`src/hdl/power_save_pkg.sv`:
```
/*
  Constants for the per-port copper power-save state machine: register map,
  field positions, reset values, state codes and timing figures.
  Assumes a 200 MHz core clock and a plain address/strobe register port.
*/
// How it works
// - Per-port enable bit, writable any time
// - Exactly one of three states when enabled
// - Alternate sleep and wake until energy; 2 s
// - Signal energy moves port to normal
// - Link loss returns to low power after timeout
// - Reset starts in low power
// - Forced mode: reach normal, then stay
// - Autoneg off in normal: stay on drop
// - Each wake interval sends fast pulse bursts
// - Manual power-down bit stays independent
// - Signal detect drives automatic power-down
// - Two-bit sleep field, randomized duration
// - Up to three bursts, alternating pairs A/B
// - Link timeout set by two separate bits
// - Low states power down; management stays alive
package power_save_pkg;
  // ****************************************************************
  // Register map
  // ****************************************************************
  localparam logic [7:0] ADDR_CTRL = 8'h00;
  localparam logic [7:0] ADDR_STATUS = 8'h04;
  localparam int CTRL_EN_BIT = 0;
  localparam int CTRL_ANEG_BIT = 1;
  localparam int CTRL_PD_BIT = 2;
  localparam int CTRL_SLEEP_LSB = 4;
  localparam int CTRL_WAKE_LSB = 6;
  localparam int CTRL_LTO_HI_BIT = 8;
  localparam int CTRL_LTO_LO_BIT = 9;
  localparam logic [31:0] CTRL_RESET = 32'h0000_0012;
  localparam logic [31:0] CTRL_MASK = 32'h0000_03F7;
  // ****************************************************************
  // States and timing
  // ****************************************************************
  typedef enum logic [2:0] {
    ST_LOW = 3'b001,
    ST_WAKE = 3'b010,
    ST_NORM = 3'b100
  } state_type;
  localparam int CLK_PERIOD_PS = 5000;
  localparam int MS_PS = 1000000000;
  localparam int MS_CYCLES_DEF = MS_PS / CLK_PERIOD_PS;
  localparam logic [12:0] SLEEP_BASE_MS = 13'h03E8;
  localparam logic [12:0] WAKE_BASE_MS = 13'h0010;
  localparam logic [12:0] LTO_BASE_MS = 13'h03E8;
  localparam logic [12:0] JITTER_NEG_MS = 13'h0050;
  localparam logic [7:0] JITTER_SPAN = 8'h8D;
  localparam logic [4:0] BURST_GAP_MS = 5'h10;
  localparam logic [1:0] MAX_BURSTS = 2'h3;
endpackage : power_save_pkg

```
`src/hdl/energy_sync.sv`:
```
/*
  Two-flop synchronizer for the media signal-energy level.
  Assumes the input is asynchronous to the core clock.
*/
`timescale 1ns/1ps
module energy_sync (
  input wire logic i_clk,
  input wire logic i_srst,
  input wire logic i_async,
  output logic o_sync
);
  logic meta_reg;
  // ****************************************************************
  // Synchronizer; first flop feeds only the second
  // ****************************************************************
  always_ff @(posedge i_clk) begin
    if (i_srst) begin
      meta_reg <= 1'b0;
      o_sync <= 1'b0;
    end else begin
      meta_reg <= i_async;
      o_sync <= meta_reg;
    end
  end
endmodule : energy_sync

```
`src/hdl/phy_link_power_save_fsm.sv`:
```
/*
  Per-port automatic power-save state machine for a copper PHY: low power,
  link-partner wake-up and normal states, with sleep, wake and link timers.
  Assumes a 200 MHz core clock, synchronous inputs except media energy,
  and a register port whose read data is taken the cycle after the strobe.
*/
`timescale 1ns/1ps
module phy_link_power_save_fsm
  import power_save_pkg::*;
#(
  parameter int MS_CYCLES = MS_CYCLES_DEF
) (
  input wire logic I_REF_CLK,
  input wire logic I_SRST,
  input wire logic I_MEDIA_ENERGY,
  input wire logic I_LINK_UP,
  input wire logic [7:0] I_ADDR,
  input wire logic [31:0] I_WDATA,
  input wire logic I_WR,
  input wire logic I_RD,
  output logic [31:0] O_RDATA,
  output logic O_LOW_POWER,
  output logic O_MANUAL_PD,
  output logic O_FLP_BURST,
  output logic O_PAIR_B,
  output logic [2:0] O_STATE
);
  // ****************************************************************
  // Declarations
  // ****************************************************************
  state_type state_reg;
  state_type state_next;
  logic [31:0] ctrl_reg;
  logic [31:0] rdata_next;
  logic energy_s;
  logic [15:0] rnd;
  logic [31:0] ms_cnt_reg;
  logic ms_tick;
  logic [12:0] dur_reg;
  logic [12:0] dur_next;
  logic dur_done;
  logic [4:0] gap_reg;
  logic [1:0] burst_cnt_reg;
  logic flp_burst_reg;
  logic pair_b_reg;
  logic burst_due;
  logic en;
  logic aneg_en;
  logic entering;
  logic [7:0] jitter;
  logic [12:0] sleep_ms;
  logic [12:0] wake_ms;
  logic [12:0] lto_ms;
  logic [1:0] lto_sel;
  logic link_lost_timeout;

  // Duration of a two-bit timer field: base times (code + 1)
  function automatic logic [12:0] sel_ms(input logic [1:0] sel, input logic [12:0] base);
    logic [14:0] prod;
    prod = 15'(base) * (15'(sel) + 15'h0001);
    return prod[12:0];
  endfunction : sel_ms

  // ****************************************************************
  // Sub-blocks
  // ****************************************************************
  energy_sync u_energy_sync (
    .i_clk(I_REF_CLK),
    .i_srst(I_SRST),
    .i_async(I_MEDIA_ENERGY),
    .o_sync(energy_s)
  );

  sleep_lfsr u_sleep_lfsr (
    .i_clk(I_REF_CLK),
    .i_srst(I_SRST),
    .o_value(rnd)
  );

  // ****************************************************************
  // Control field decode
  // ****************************************************************
  assign en = ctrl_reg[CTRL_EN_BIT];
  assign aneg_en = ctrl_reg[CTRL_ANEG_BIT];
  // Two separate bits make up the link timeout code
  assign lto_sel = {ctrl_reg[CTRL_LTO_HI_BIT], ctrl_reg[CTRL_LTO_LO_BIT]};
  // Jitter folded into 0..140, mapped to -80..+60 ms around nominal
  assign jitter = (rnd[7:0] >= JITTER_SPAN) ? rnd[7:0] - JITTER_SPAN : rnd[7:0];
  assign sleep_ms = sel_ms(ctrl_reg[CTRL_SLEEP_LSB +: 2], SLEEP_BASE_MS)
                    - JITTER_NEG_MS + {5'h00, jitter};
  assign wake_ms = sel_ms(ctrl_reg[CTRL_WAKE_LSB +: 2], WAKE_BASE_MS);
  assign lto_ms = sel_ms(lto_sel, LTO_BASE_MS);

  // ****************************************************************
  // Register port
  // ****************************************************************
  // Management access is never gated by state, so it works in low power
  always_ff @(posedge I_REF_CLK) begin
    if (I_SRST) begin
      ctrl_reg <= CTRL_RESET;
    end else if (I_WR && I_ADDR == ADDR_CTRL) begin
      ctrl_reg <= I_WDATA & CTRL_MASK;
    end
  end

  // Read mux; unmapped addresses read zero
  assign rdata_next = !I_RD ? 32'h0000_0000 :
                      (I_ADDR == ADDR_CTRL) ? ctrl_reg :
                      (I_ADDR == ADDR_STATUS) ?
                        {25'h0000000, burst_cnt_reg, I_LINK_UP, energy_s, 3'(state_reg)} :
                      32'h0000_0000;

  // Read data stands only in the cycle after the strobe
  always_ff @(posedge I_REF_CLK) begin
    if (I_SRST) begin
      O_RDATA <= 32'h0000_0000;
    end else begin
      O_RDATA <= rdata_next;
    end
  end

  // ****************************************************************
  // Millisecond tick
  // ****************************************************************
  // One prescaler shared by all timers keeps the duration counter small
  assign ms_tick = (ms_cnt_reg == 32'(MS_CYCLES - 1));

  always_ff @(posedge I_REF_CLK) begin
    if (I_SRST || entering || ms_tick) begin
      ms_cnt_reg <= 32'h0000_0000;
    end else begin
      ms_cnt_reg <= ms_cnt_reg + 32'h0000_0001;
    end
  end

  // ****************************************************************
  // State machine
  // ****************************************************************
  assign dur_done = (dur_reg == 13'h0000) && ms_tick;
  // Autoneg off in normal keeps the port up even after a drop
  assign link_lost_timeout = aneg_en && !I_LINK_UP && dur_done;
  assign entering = (state_next != state_reg);

  // Next-state logic; energy has priority over the sleep/wake timers
  always_comb begin
    state_next = state_reg;
    case (state_reg)
      ST_LOW: begin
        if (!en) begin
          state_next = ST_NORM;
        end else if (energy_s) begin
          state_next = ST_NORM;
        end else if (dur_done) begin
          state_next = ST_WAKE;
        end
      end
      ST_WAKE: begin
        if (!en) begin
          state_next = ST_NORM;
        end else if (energy_s) begin
          state_next = ST_NORM;
        end else if (dur_done) begin
          state_next = ST_LOW;
        end
      end
      ST_NORM: begin
        if (en && link_lost_timeout) begin
          state_next = ST_LOW;
        end
      end
      default: begin
        state_next = ST_LOW;
      end
    endcase
  end

  always_ff @(posedge I_REF_CLK) begin
    if (I_SRST) begin
      state_reg <= ST_LOW;
    end else begin
      state_reg <= state_next;
    end
  end

  // ****************************************************************
  // Duration counter
  // ****************************************************************
  // Reloaded on every state entry; in normal it restarts while link is up
  always_comb begin
    dur_next = dur_reg;
    if (entering) begin
      case (state_next)
        ST_LOW: dur_next = sleep_ms;
        ST_WAKE: dur_next = wake_ms;
        ST_NORM: dur_next = lto_ms;
        default: dur_next = sleep_ms;
      endcase
    end else if (state_reg == ST_NORM && I_LINK_UP) begin
      dur_next = lto_ms;
    end else if (ms_tick && dur_reg != 13'h0000) begin
      dur_next = dur_reg - 13'h0001;
    end
  end

  always_ff @(posedge I_REF_CLK) begin
    if (I_SRST) begin
      dur_reg <= sel_ms(CTRL_RESET[CTRL_SLEEP_LSB +: 2], SLEEP_BASE_MS);
    end else begin
      dur_reg <= dur_next;
    end
  end

  // ****************************************************************
  // Fast link pulse bursts
  // ****************************************************************
  // A burst on entry, then one per gap, capped at three per wake visit
  assign burst_due = (state_reg == ST_WAKE) && (burst_cnt_reg < MAX_BURSTS)
                     && (gap_reg == 5'h00);

  always_ff @(posedge I_REF_CLK) begin
    if (I_SRST || state_reg != ST_WAKE) begin
      gap_reg <= 5'h00;
      burst_cnt_reg <= 2'h0;
      flp_burst_reg <= 1'b0;
    end else begin
      flp_burst_reg <= burst_due;
      if (burst_due) begin
        gap_reg <= BURST_GAP_MS;
        burst_cnt_reg <= burst_cnt_reg + 2'h1;
      end else if (ms_tick && gap_reg != 5'h00) begin
        gap_reg <= gap_reg - 5'h01;
      end
    end
  end

  // Pair select flips with each burst so A and B alternate
  always_ff @(posedge I_REF_CLK) begin
    if (I_SRST) begin
      pair_b_reg <= 1'b0;
    end else if (burst_due) begin
      pair_b_reg <= !pair_b_reg;
    end
  end

  // ****************************************************************
  // Outputs
  // ****************************************************************
  assign O_FLP_BURST = flp_burst_reg;
  assign O_PAIR_B = pair_b_reg;
  assign O_STATE = 3'(state_reg);
  // Digital blocks sleep outside normal; manual power-down is separate
  assign O_LOW_POWER = (state_reg != ST_NORM);
  assign O_MANUAL_PD = ctrl_reg[CTRL_PD_BIT];

  // ****************************************************************
  // Assertions
  // ****************************************************************
  property p_reset_low;
    @(posedge I_REF_CLK) disable iff (I_SRST)
    $fell(I_SRST) |-> state_reg == ST_LOW;
  endproperty
  a_reset_low: assert property (p_reset_low)
    else $error("state not low power after reset");

  property p_one_state;
    @(posedge I_REF_CLK) disable iff (I_SRST)
    $onehot(state_reg);
  endproperty
  a_one_state: assert property (p_one_state)
    else $error("state is not one of three");

  property p_energy_wakes;
    @(posedge I_REF_CLK) disable iff (I_SRST)
    (state_reg != ST_NORM && en && energy_s) |=> state_reg == ST_NORM;
  endproperty
  a_energy_wakes: assert property (p_energy_wakes)
    else $error("energy did not reach normal");

  property p_energy_path;
    @(posedge I_REF_CLK) disable iff (I_SRST)
    (en && state_reg != ST_NORM && !I_MEDIA_ENERGY && !energy_s)
      ##1 I_MEDIA_ENERGY [*3] |=> state_reg == ST_NORM;
  endproperty
  a_energy_path: assert property (p_energy_path)
    else $error("synchronized energy path too slow");

  property p_aneg_off_stays;
    @(posedge I_REF_CLK) disable iff (I_SRST)
    (state_reg == ST_NORM && !aneg_en) |=> state_reg == ST_NORM;
  endproperty
  a_aneg_off_stays: assert property (p_aneg_off_stays)
    else $error("left normal with autoneg off");

  property p_link_up_stays;
    @(posedge I_REF_CLK) disable iff (I_SRST)
    (state_reg == ST_NORM && $past(I_LINK_UP)) |=> state_reg == ST_NORM;
  endproperty
  a_link_up_stays: assert property (p_link_up_stays)
    else $error("left normal without link timeout");

  property p_burst_in_wake;
    @(posedge I_REF_CLK) disable iff (I_SRST)
    $rose(state_reg == ST_WAKE) |=> O_FLP_BURST && $changed(O_PAIR_B);
  endproperty
  a_burst_in_wake: assert property (p_burst_in_wake)
    else $error("no burst on wake entry");

  property p_burst_cap;
    @(posedge I_REF_CLK) disable iff (I_SRST)
    O_FLP_BURST |-> $past(state_reg == ST_WAKE) && $past(burst_cnt_reg) < MAX_BURSTS;
  endproperty
  a_burst_cap: assert property (p_burst_cap)
    else $error("burst outside wake or over cap");

  property p_disabled_normal;
    @(posedge I_REF_CLK) disable iff (I_SRST)
    !en |=> state_reg == ST_NORM;
  endproperty
  a_disabled_normal: assert property (p_disabled_normal)
    else $error("disabled port not in normal");

  property p_status_read;
    @(posedge I_REF_CLK) disable iff (I_SRST)
    (I_RD && I_ADDR == ADDR_STATUS) |=> O_RDATA[2:0] == $past(O_STATE);
  endproperty
  a_status_read: assert property (p_status_read)
    else $error("status read wrong state");

  property p_pair_toggle;
    @(posedge I_REF_CLK) disable iff (I_SRST)
    O_FLP_BURST |-> $changed(O_PAIR_B);
  endproperty
  a_pair_toggle: assert property (p_pair_toggle)
    else $error("burst did not switch pair");

  property p_timer_restart;
    @(posedge I_REF_CLK) disable iff (I_SRST)
    $changed(state_reg) |-> ms_cnt_reg == 32'h0000_0000;
  endproperty
  a_timer_restart: assert property (p_timer_restart)
    else $error("tick prescaler not restarted on entry");

  property p_wake_returns;
    @(posedge I_REF_CLK) disable iff (I_SRST)
    (state_reg == ST_WAKE && en && !energy_s && dur_done) |=> state_reg == ST_LOW;
  endproperty
  a_wake_returns: assert property (p_wake_returns)
    else $error("wake state did not return to low power");
endmodule : phy_link_power_save_fsm

```
`src/hdl/sleep_lfsr.sv`:
```
/*
  Free-running 16-bit LFSR giving pseudo-random jitter for sleep times.
  Assumes nothing beyond the core clock and reset.
*/
`timescale 1ns/1ps
module sleep_lfsr (
  input wire logic i_clk,
  input wire logic i_srst,
  output logic [15:0] o_value
);
  logic fb;
  // Taps 16,15,13,4 give a maximal sequence
  assign fb = o_value[15] ^ o_value[14] ^ o_value[12] ^ o_value[3];
  // ****************************************************************
  // Shift register; nonzero seed so it never locks up
  // ****************************************************************
  always_ff @(posedge i_clk) begin
    if (i_srst) begin
      o_value <= 16'hACE1;
    end else begin
      o_value <= {o_value[14:0], fb};
    end
  end
endmodule : sleep_lfsr

```
`config.mk`:
```
export PLATFORM = sky130hd
export DESIGN_NAME = phy_link_power_save_fsm
export DESIGN_NICKNAME = d
export VERILOG_FILES = /design/src/hdl/power_save_pkg.sv /design/src/hdl/energy_sync.sv /design/src/hdl/phy_link_power_save_fsm.sv /design/src/hdl/sleep_lfsr.sv
export SDC_FILE = /design/constraint.sdc
export NUM_CORES = 1
export LEC_CHECK = 0
export BUFFER_PORTS_ARGS = -buffer_cell sky130_fd_sc_hd__buf_2
export CAP_MARGIN = 20
export CORE_MARGIN = 2
export CORE_UTILIZATION = 40
export DETAILED_ROUTE_END_ITERATION = 10
export PLACE_DENSITY = 0.62
export SYNTH_ARGS = -nofsm -noshare
export SYNTH_HDL_FRONTEND = slang
export SYNTH_SLANG_ARGS = --single-unit
```
`constraint.sdc`:
```
create_clock -name I_REF_CLK -period 5.9 [get_ports I_REF_CLK]
set_input_delay 0.295 -clock I_REF_CLK [delete_from_list [all_inputs] [get_ports I_REF_CLK]]
set_output_delay 0.295 -clock I_REF_CLK [all_outputs]
set_load 0.1 [all_outputs]
```
Word-level counts from Yosys, hierarchy flattened
Cells that the tools add are included.
{"block": "op_classes", "mux": 17, "bitwise_logic": 5, "add_sub_neg": 10, "n_mul": 2, "order_cmp": 2, "n_reduce_logical": 26, "n_eq_ne": 10}
{"cell": "$mux W13", "n": 3}
{"cell": "$add A32 B1 Y32 const B", "n": 1}
{"cell": "$eq A32 B18 Y1 const B", "n": 1}
{"cell": "$pmux W13 S2", "n": 1}
{"cell": "$mux W3", "n": 7}
{"cell": "$mul A7 B3 Y10 const A", "n": 2}
{"cell": "$add A13 B8 Y13", "n": 1}
{"cell": "$logic_not A13 Y1", "n": 1}
{"cell": "$reduce_bool A13 Y1", "n": 1}
{"cell": "$sub A13 B1 Y13 const B", "n": 1}
{"cell": "$sub A13 B7 Y13 const B", "n": 1}
{"cell": "$logic_and A1 B1 Y1", "n": 10}
{"cell": "$mux W10", "n": 1}
{"cell": "$mux W5", "n": 2}
{"cell": "$add A2 B1 Y3 const B", "n": 3}
{"cell": "$pmux W3 S3", "n": 1}
{"cell": "$eq A8 B3 Y1 const B", "n": 1}
{"cell": "$ge A8 B8 Y1 const B", "n": 1}
{"cell": "$logic_not A8 Y1", "n": 1}
{"cell": "$mux W8", "n": 1}
{"cell": "$sub A8 B8 Y8 const B", "n": 1}
{"cell": "$mux W7", "n": 1}
{"cell": "$eq A3 B2 Y1 const B", "n": 2}
{"cell": "$eq A3 B3 Y1 const B", "n": 2}
{"cell": "other kinds (18)", "n": 25}
{"block": "totals", "output_inout_bits": 39, "elab_cells": 87, "ff_bits": 116, "inputBits": 46}

Depth between registers and ports, before layout
Gate-level depths: netlist of the first run.
{"block": "logic_depth", "word_depth": 9, "depth_mapped": 18}

By module
A second synthesis of the first run with hierarchy kept.
{"block": "hier_totals", "cells_unflattened": 616, "area_unflattened_um2": 5526.6}
{"module": "phy_link_power_save_fsm", "cells_each": 576, "n_inst": 1, "area_each_um2": 5016.1}
{"module": "sleep_lfsr", "cells_each": 36, "n_inst": 1, "area_each_um2": 457.9}
{"module": "energy_sync", "cells_each": 4, "n_inst": 1, "area_each_um2": 52.6}

Worst setup path before layout of the first run
Ideal clock, no wire load.
{"block": "synth_path", "path_type": "flip-flop to flip-flop", "startpoint": "reg u_sleep_lfsr.o_value[0]", "endpoint": "reg dur_reg[12]", "arrival_ns": 3.404, "setup_slack_ns": 2.409, "path_buffers": 0, "required_time_ns": 5.813, "setup_time_ns": 0.087, "stages_incl_launch_ff": 18, "cell_sequence": "dfxtp_1 inv_1 ha_1 a21o_1 a21bo_1 o21bai_1 xor2_1 ha_1 inv_1 ha_1 fa_1 a21o_1 a21o_1 a21o_1 a21oi_1 o21ai_0 xor2_1 o31ai_1"}
{"block": "synth_between", "elab_chain_len": 5}
{"element": "from (decl)", "line": "sleep_lfsr.sv:9", "source": "output logic [15:0] o_value"}
{"element": "from (signal assigned)", "line": "sleep_lfsr.sv:21", "source": "o_value <= {o_value[14:0], fb};"}
{"element": "$sub A8 B8 Y8 or $ge A8 B8 Y1 (tied branches)", "line": "phy_link_power_save_fsm.sv:88", "source": "assign jitter = (rnd[7:0] >= JITTER_SPAN) ? rnd[7:0] - JITTER_SPAN : rnd[7:0];"}
{"element": "$mux W8 (*)", "line": "phy_link_power_save_fsm.sv:88"}
{"element": "$add A13 B8 Y13 (*)", "line": "phy_link_power_save_fsm.sv:90", "source": "- JITTER_NEG_MS + {5'h00, jitter};"}
{"element": "$pmux W13 S2 (*)", "line": "phy_link_power_save_fsm.sv:192", "source": "case (state_next)"}
{"element": "$mux W13 (*)", "line": "phy_link_power_save_fsm.sv:191", "source": "if (entering) begin"}
{"element": "to (signal assigned)", "line": "phy_link_power_save_fsm.sv:207", "source": "dur_reg <= sel_ms(CTRL_RESET[CTRL_SLEEP_LSB +: 2], SLEEP_BASE_MS);"}
{"element": "to (signal assigned)", "line": "phy_link_power_save_fsm.sv:209", "source": "dur_reg <= dur_next;"}
{"element": "to (decl)", "line": "phy_link_power_save_fsm.sv:39", "source": "logic [12:0] dur_reg;"}
Every way passes the cells marked *; elsewhere a longest branch is shown, timed or not.
A chain may end at the register's enable or synchronous reset.

Worst setup path in the final report of the first run
Same ends and word-level chain as after synthesis.

==> metrics.yaml, run 1 <==
cts:
  cts_hold_buf: 0
  worst_skew_pair.late_latency_ps: 350
  post_cts_buffers: 0
  clock-root-buffer: "clkbuf_16"
  cts_buffer_depth: 2
  cts_htree_levels: 3
  post_cts_resized: 0
  cts.clk_slew.worst_paths_ps: 70
  cts_buffers: 9
  cts.sinks: 94
  cts_tree: "done"
logic_synthesis:
  synthCells: 594
  synth_area_mm2: 0.00531
  synth-seq-cells: 94
  synth_flop_cell: "dfxtp_1"
  async_flop_share_pct: 0
  synth-edff-count: 0
  synth.distinct_cells: 61
  yosysWarnings: 0
  syn-mean-instance-area_um2: 8.95
  seq_area_frac_synth_pct: 35.4
global_route:
  antenna_found_initial: 0
  gr-usage-all-layers_pct: 15.9
  grt_pass1_vias: 3984
  grt_pass1_wl_um: 18300
  grt_start_max_net_pins: 48
  gr-total-overflow: 0
pwr:
  power_leakage_nw: 2.46
  power_density_mw_per_mm2: 267
  finalPower_mw: 1.59
  p_sw_share_pct: 29.4
  peakVddDrop_mv: 0.119
  seq_power_share_pct: 43.1
  p_int_mw: 1.12
  combPwrFrac_pct: 17.2
  p_switching_uw: 467
  clock_power_share_pct: 39.7
detailed_routing:
  vias: 4067
  first_iter_violations: 150
  wl_um: 10800
  vias_per_cell: 5.00
  remaining_drc_errors: 0
  wl_per_cell_um: 13.3
  antenna_left: 0
  firstDrtPassIters: 4
critical_path:
  worstSetupPathType: "flop to flop"
  startpoint: "u_sleep_lfsr.o_value[0]"
  worstPathRequired_ps: 6160
  reg2reg_setup_slack_ps: 2050
  worstSetupStartpointType: "flop"
  rr_endpoint: "dur_reg[12]"
  worstReg2RegStart: "u_sleep_lfsr.o_value[0]"
  reg2reg_depth: 17
  cp.arrival_ps: 4120
  critPathMaxFanout: 7
  endpoint_kind: "flop"
  critPathCapture: "dur_reg[12]"
die:
  pin_count: 85
  dieHeight_um: 119
  die_w_um: 119
  core_mm2: 0.0131
  rows: 42
  start_util_pct: 40.6
  dieArea_mm2: 0.0142
sta:
  rsz0062_at_grt: "false"
  tightest_slew_ps: 846
  slew_headroom_pct: 43.6
  finalClockSkew_ps: 8.93
  finalMaxSlewViolations: 0
  hold_viol: 0
  fmax_mhz: 260
  fin_crit_sh_pct: 65.3
  setup_viol: 0
  finalWorstSetupSlack_ps: 2050
  fin_setup_tns_ps: 0
  post-route-min-period_ps: 3850
placed_design:
  gp_congestion: 0.788
  io_buffers: 39
  dp_slack_ps: 2090
  postPlaceCellArea_mm2: 0.00562
  hpwl_um: 7990
  post-place-cells: 797
cells_and_area:
  fin_cells: 813
  fin_nets: 723
  final_cell_mix: "dfxtp_1, nor2_1, ha_1"
  multi_input_area_mm2: 0.00319
  fill_cells: 1304
  final_common_cell: "dfxtp_1"
  antenna_cells: 0
  synthToLayoutAreaGrowth_pct: 11.8
  layout-drive-gt1-share_pct: 12.6
  largest_reg_flops: 32
  regArea_mm2: 0.00188
  fin_area_mm2: 0.00594
worst_hold_path:
  hp-class: "input port to flop"
  hold_depth: 2
run:
  cap_violations: 0
outcome:
  status: "completed"
## worst max-delay path, stage by stage, from the launching register on
cell and delay (ps):
dfxtp_1 390, inv_1 80, ha_1 240, a21o_1 180, a21bo_1 240, o21bai_1 210
xor2_1 150, ha_1 280, inv_1 40, ha_1 210, fa_1 410, a21o_1 200
a21o_1 210, a21o_1 180, a21oi_1 230, o21ai_0 130, xor2_1 190, o31ai_1 190
## routing by layer
metal / global-route usage, % / part of all wire (%)
met5: 0 / 0
met3: 3.45 / 3.3
met2: 26.6 / 48
met1: 19.7 / 46
met4: 6.70 / 2.0
## synthesized netlist by cell type (2+ instances only)
library cell / count / area (um^2)
a211o_1: 2 / 17.5
a211oi_1: 2 / 15.0
a21o_1: 5 / 37.5
a21oi_1: 15 / 75.1
a221oi_1: 7 / 61.3
a22oi_1: 6 / 45.0
and3_1: 4 / 25.0
buf_2: 4 / 20.0
buf_4: 22 / 165
clkbuf_1: 8 / 30.0
dfxtp_1: 94 / 1880
fa_1: 5 / 100
ha_1: 40 / 500
inv_1: 32 / 120
mux2i_1: 18 / 180
nand2_1: 31 / 116
nand2b_1: 3 / 18.8
nand3_1: 20 / 100
nand3b_1: 2 / 15.0
nand4_1: 6 / 37.5
nand4b_1: 3 / 26.3
nor2_1: 87 / 327
nor2b_1: 13 / 81.3
nor3_1: 24 / 120
nor3b_1: 5 / 37.5
nor4_1: 9 / 56.3
nor4b_1: 2 / 17.5
o211ai_1: 2 / 15.0
o21ai_0: 7 / 35.0
o21bai_1: 2 / 15.0
o31ai_1: 2 / 15.0
or2_2: 9 / 56.3
or3_1: 2 / 12.5
or4_1: 7 / 52.6
xnor2_1: 37 / 324
xor2_1: 32 / 280
## power groups by stage
stage / clock [mW] / combinational [mW] / sequential, mW
floorplan: 0 / 0.222 / 0.706
global placement: 0 / 0.267 / 0.696
detailed placement: 0 / 0.271 / 0.698
CTS: 0.651 / 0.273 / 0.684
global route: 0.675 / 0.296 / 0.688
finish: 0.631 / 0.273 / 0.684
## final cells by class
class | instances | share of cell area [%]
inverters | 32 | 2.02
repair buffers | 40 | 3.54
clock inverters | 6 | 1.54
clock buffers | 10 | 3.85
multi-input cells | 455 | 53.7
well taps | 176 | 3.71
flip-flops and latches | 94 | 31.7
## worst min-delay path by stage
stage / from / endpoint / slack [ps]
floorplan: u_sleep_lfsr.o_value[9] / u_sleep_lfsr.o_value[10] / 390
global placement: u_sleep_lfsr.o_value[10] / u_sleep_lfsr.o_value[11] / 400
detailed placement: u_sleep_lfsr.o_value[10] / u_sleep_lfsr.o_value[11] / 400
CTS: I_MEDIA_ENERGY / u_energy_sync.meta_reg / 140
global route: I_MEDIA_ENERGY / u_energy_sync.meta_reg / 160
finish: I_MEDIA_ENERGY / u_energy_sync.meta_reg / 150
## cells by family (layout without fill, tap and decap cells)
logic type | after synthesis | in the layout | share of synthesized area [%]
other cells | 1 | 22 | 0.0706
flops | 94 | 94 | 35.4
buf+inv | 66 | 88 | 6.31
fa+ha+maj | 45 | 45 | 11.3
simple gates | 238 | 238 | 23.1
compound gates | 62 | 62 | 8.81
mux | 19 | 19 | 3.60
xor+xnor | 69 | 69 | 11.4
## per-stage QoR
stage / util [%] / hold slack (ps)
after global routing: 45.4 / 162
after global placement: 42.8 / 398
final: 45.4 / 151
after floorplan: - / 389
after detailed placement: 43.0 / 399
after CTS: 45.4 / 142
Power figures use the tool's default switching activity.
==> run 2, diff against run 1 <==
PLACE_DENSITY = 0.64   (was 0.62)
clock period = 3.3 ns   (was 5.9 ns; I/O delays follow)
==> run 2 against run 1 <==
The flow now finishes with violations (setup timing). Clock skew is 1.5 ps lower. Critical path depth fell by 1. Final area rose by 5.0%. Via count increased by 3.5%. Worst setup slack got worse by 2200 ps. Sequential power rose by 78%. Combinational power rose by 120%. Clock power up 50%.
==> metrics.yaml, run 2 (synthesis gave the netlist of run 1 again) <==
die:
  dieHeight_um: 119  # unchanged
  pin_count: 85  # unchanged
  die_w_um: 119  # unchanged
  dieArea_mm2: 0.0142  # unchanged
  rows: 42  # unchanged
  core_mm2: 0.0131  # unchanged
  start_util_pct: 40.6  # unchanged
cells_and_area:
  fin_area_mm2: 0.00624  # was 0.00594 mm^2
  fin_nets: 752  # was 723
  final_common_cell: "dfxtp_1"  # unchanged
  largest_reg_flops: 32  # unchanged
  antenna_cells: 0  # unchanged
  layout-drive-gt1-share_pct: 19.4  # was 12.6%
  fill_cells: 1237  # was 1304
  synthToLayoutAreaGrowth_pct: 17.4  # was 11.8%
  final_cell_mix: "dfxtp_1, nor2_1, buf_2"  # was dfxtp_1, nor2_1, ha_1
global_route:
  antenna_found_initial: 0  # unchanged
  grt_start_max_net_pins: 48  # unchanged
  grt_pass1_wl_um: 19100  # was 18300 um
  gr-total-overflow: 0  # unchanged
  gr-usage-all-layers_pct: 16.6  # was 15.9%
  grt_pass1_vias: 4106  # was 3984
sta:
  tightest_slew_ps: 840  # was 846 ps
  hold_viol: 0  # unchanged
  fin_crit_sh_pct: 103  # was 65.3%
  finalMaxSlewViolations: 0  # unchanged
  fin_setup_tns_ps: -263  # was 0 ps
  slew_headroom_pct: 44.0  # was 43.6%
  finalWorstSetupSlack_ps: -110  # was 2050 ps
  setup_viol: 3  # was 0
  rsz0062_at_grt: "true"  # was false
  fmax_mhz: 293  # was 260 MHz
  finalClockSkew_ps: 7.40  # was 8.93 ps
  post-route-min-period_ps: 3410  # was 3850 ps
  whs_ps: 49.9  # was 151 ps
detailed_routing:
  antenna_left: 0  # unchanged
  vias_per_cell: 5.01  # was 5.00
  wl_per_cell_um: 13.6  # was 13.3 um
  first_iter_violations: 136  # was 150
  firstDrtPassIters: 6  # was 4
  vias: 4210  # was 4067
  remaining_drc_errors: 0  # unchanged
  wl_um: 11400  # was 10800 um
placed_design:
  postPlaceCellArea_mm2: 0.00584  # was 0.00562 mm^2
  dp_slack_ps: -108  # was 2090 ps
  gp_congestion: 0.816  # was 0.788
  io_buffers: 39  # unchanged
  hpwl_um: 8410  # was 7990 um
worst_hold_path:
  hold_depth: 3  # was 2
  worstHoldStart: "I_WDATA[9]"  # was I_MEDIA_ENERGY
  hp-class: "input port to flop"  # unchanged
critical_path:
  startpoint: "u_sleep_lfsr.o_value[1]"  # was u_sleep_lfsr.o_value[0]
  reg2reg_depth: 16  # was 17
  worstPathRequired_ps: 3490  # was 6160 ps
  endpoint_kind: "flop"  # unchanged
  cp.arrival_ps: 3600  # was 4120 ps
  worstReg2RegStart: "u_sleep_lfsr.o_value[1]"  # was u_sleep_lfsr.o_value[0]
  critPathMaxFanout: 4  # was 7
  worstSetupPathType: "flop to flop"  # unchanged
  worstSetupStartpointType: "flop"  # unchanged
cts:
  cts_tree: "done"  # unchanged
  cts_hold_buf: 0  # unchanged
  clock-root-buffer: "clkbuf_16"  # unchanged
  cts.sinks: 94  # unchanged
  cts_htree_levels: 3  # unchanged
  worst_skew_pair.late_latency_ps: 350  # about the same
  cts_buffers: 9  # unchanged
  cts_buffer_depth: 2  # unchanged
  cts.clk_slew.worst_paths_ps: 70  # about the same
run:
  cap_violations: 0  # unchanged
pwr:
  power_density_mw_per_mm2: 442  # was 267 mW/mm^2
  power_leakage_nw: 2.58  # was 2.46 nW
  peakVddDrop_mv: 0.319  # was 0.119 mV
outcome:
  violations: "setup timing"
  status: "finished, violations left"  # was completed
## run 2: cell types whose count changed in the layout (fill, tap and decap cells not counted), moves of 3 or more
cell,delta
ha_1,-4
ha_4,+4
inv_1,-5
inv_2,+4
buf_4,+29
clkinvlp_4,+3
## run 2: path summary, 6_finish.rpt
kind                                            endpoint  slack, ps
worst max-delay path                         dur_reg[11]       -110
worst min-delay path                         ctrl_reg[9]         50
worst max register to register               dur_reg[11]       -110
worst min register to register  u_sleep_lfsr.o_value[11]        410
## run 2: cell type report
class	instances	area, um^2	area share, %
sequential	94	1890	30.2
clock inverter	3	22.5	0.361
timing repair buffer	69	440	7.06
inverter	32	123	1.96
tap	176	220	3.53
multi-input combinational	455	3310	53.0
clock buffer	11	243	3.89
## run 2: critical path, stage by stage (launching register included)
cell and delay (ps):
dfxtp_2 340, inv_4 80, ha_4 130, inv_2 30, a21o_1 180, a21bo_2 250, o21bai_4 180, nor3_2 170
xor2_1 170, ha_1 280, ha_4 240, nor2b_4 130, o31a_1 300, o41ai_2 320, xnor2_1 130, a221oi_2 270
a2111oi_2 60
## run 2: routing by layer
layer / vias to the layer above / track usage, % / wire length, um
met5: - / 0 / 0
met4: 0 / 5.51 / 163
li1: 2126 / - / -
met2: 54 / 29.7 / 5920
met3: 14 / 3.83 / 310
met1: 2016 / 19.4 / 4980
## run 2: repair_timing
item                                    in CTS  in global routing
buffers inserted                             4                  3
pin swaps                                   11                 20
resized for setup                            4                 16
endpoints found under the setup margin       3                  5
## run 2: stage by stage
stage          util, %  power (mW)  instances
3_3_place_gp      44.4        1.77        818
3_5_place_dp      44.6        1.78        819
4_1_cts           46.9        2.75        837
5_1_grt           47.7        2.89        840
6_report          47.7        2.76        840
2_1_floorplan        -        1.67        615
## run 2: where the power goes
group          switching (mW)  internal (mW)
sequential             0.0460           1.18
clock                   0.425          0.523
combinational           0.367          0.222
total                   0.837           1.92
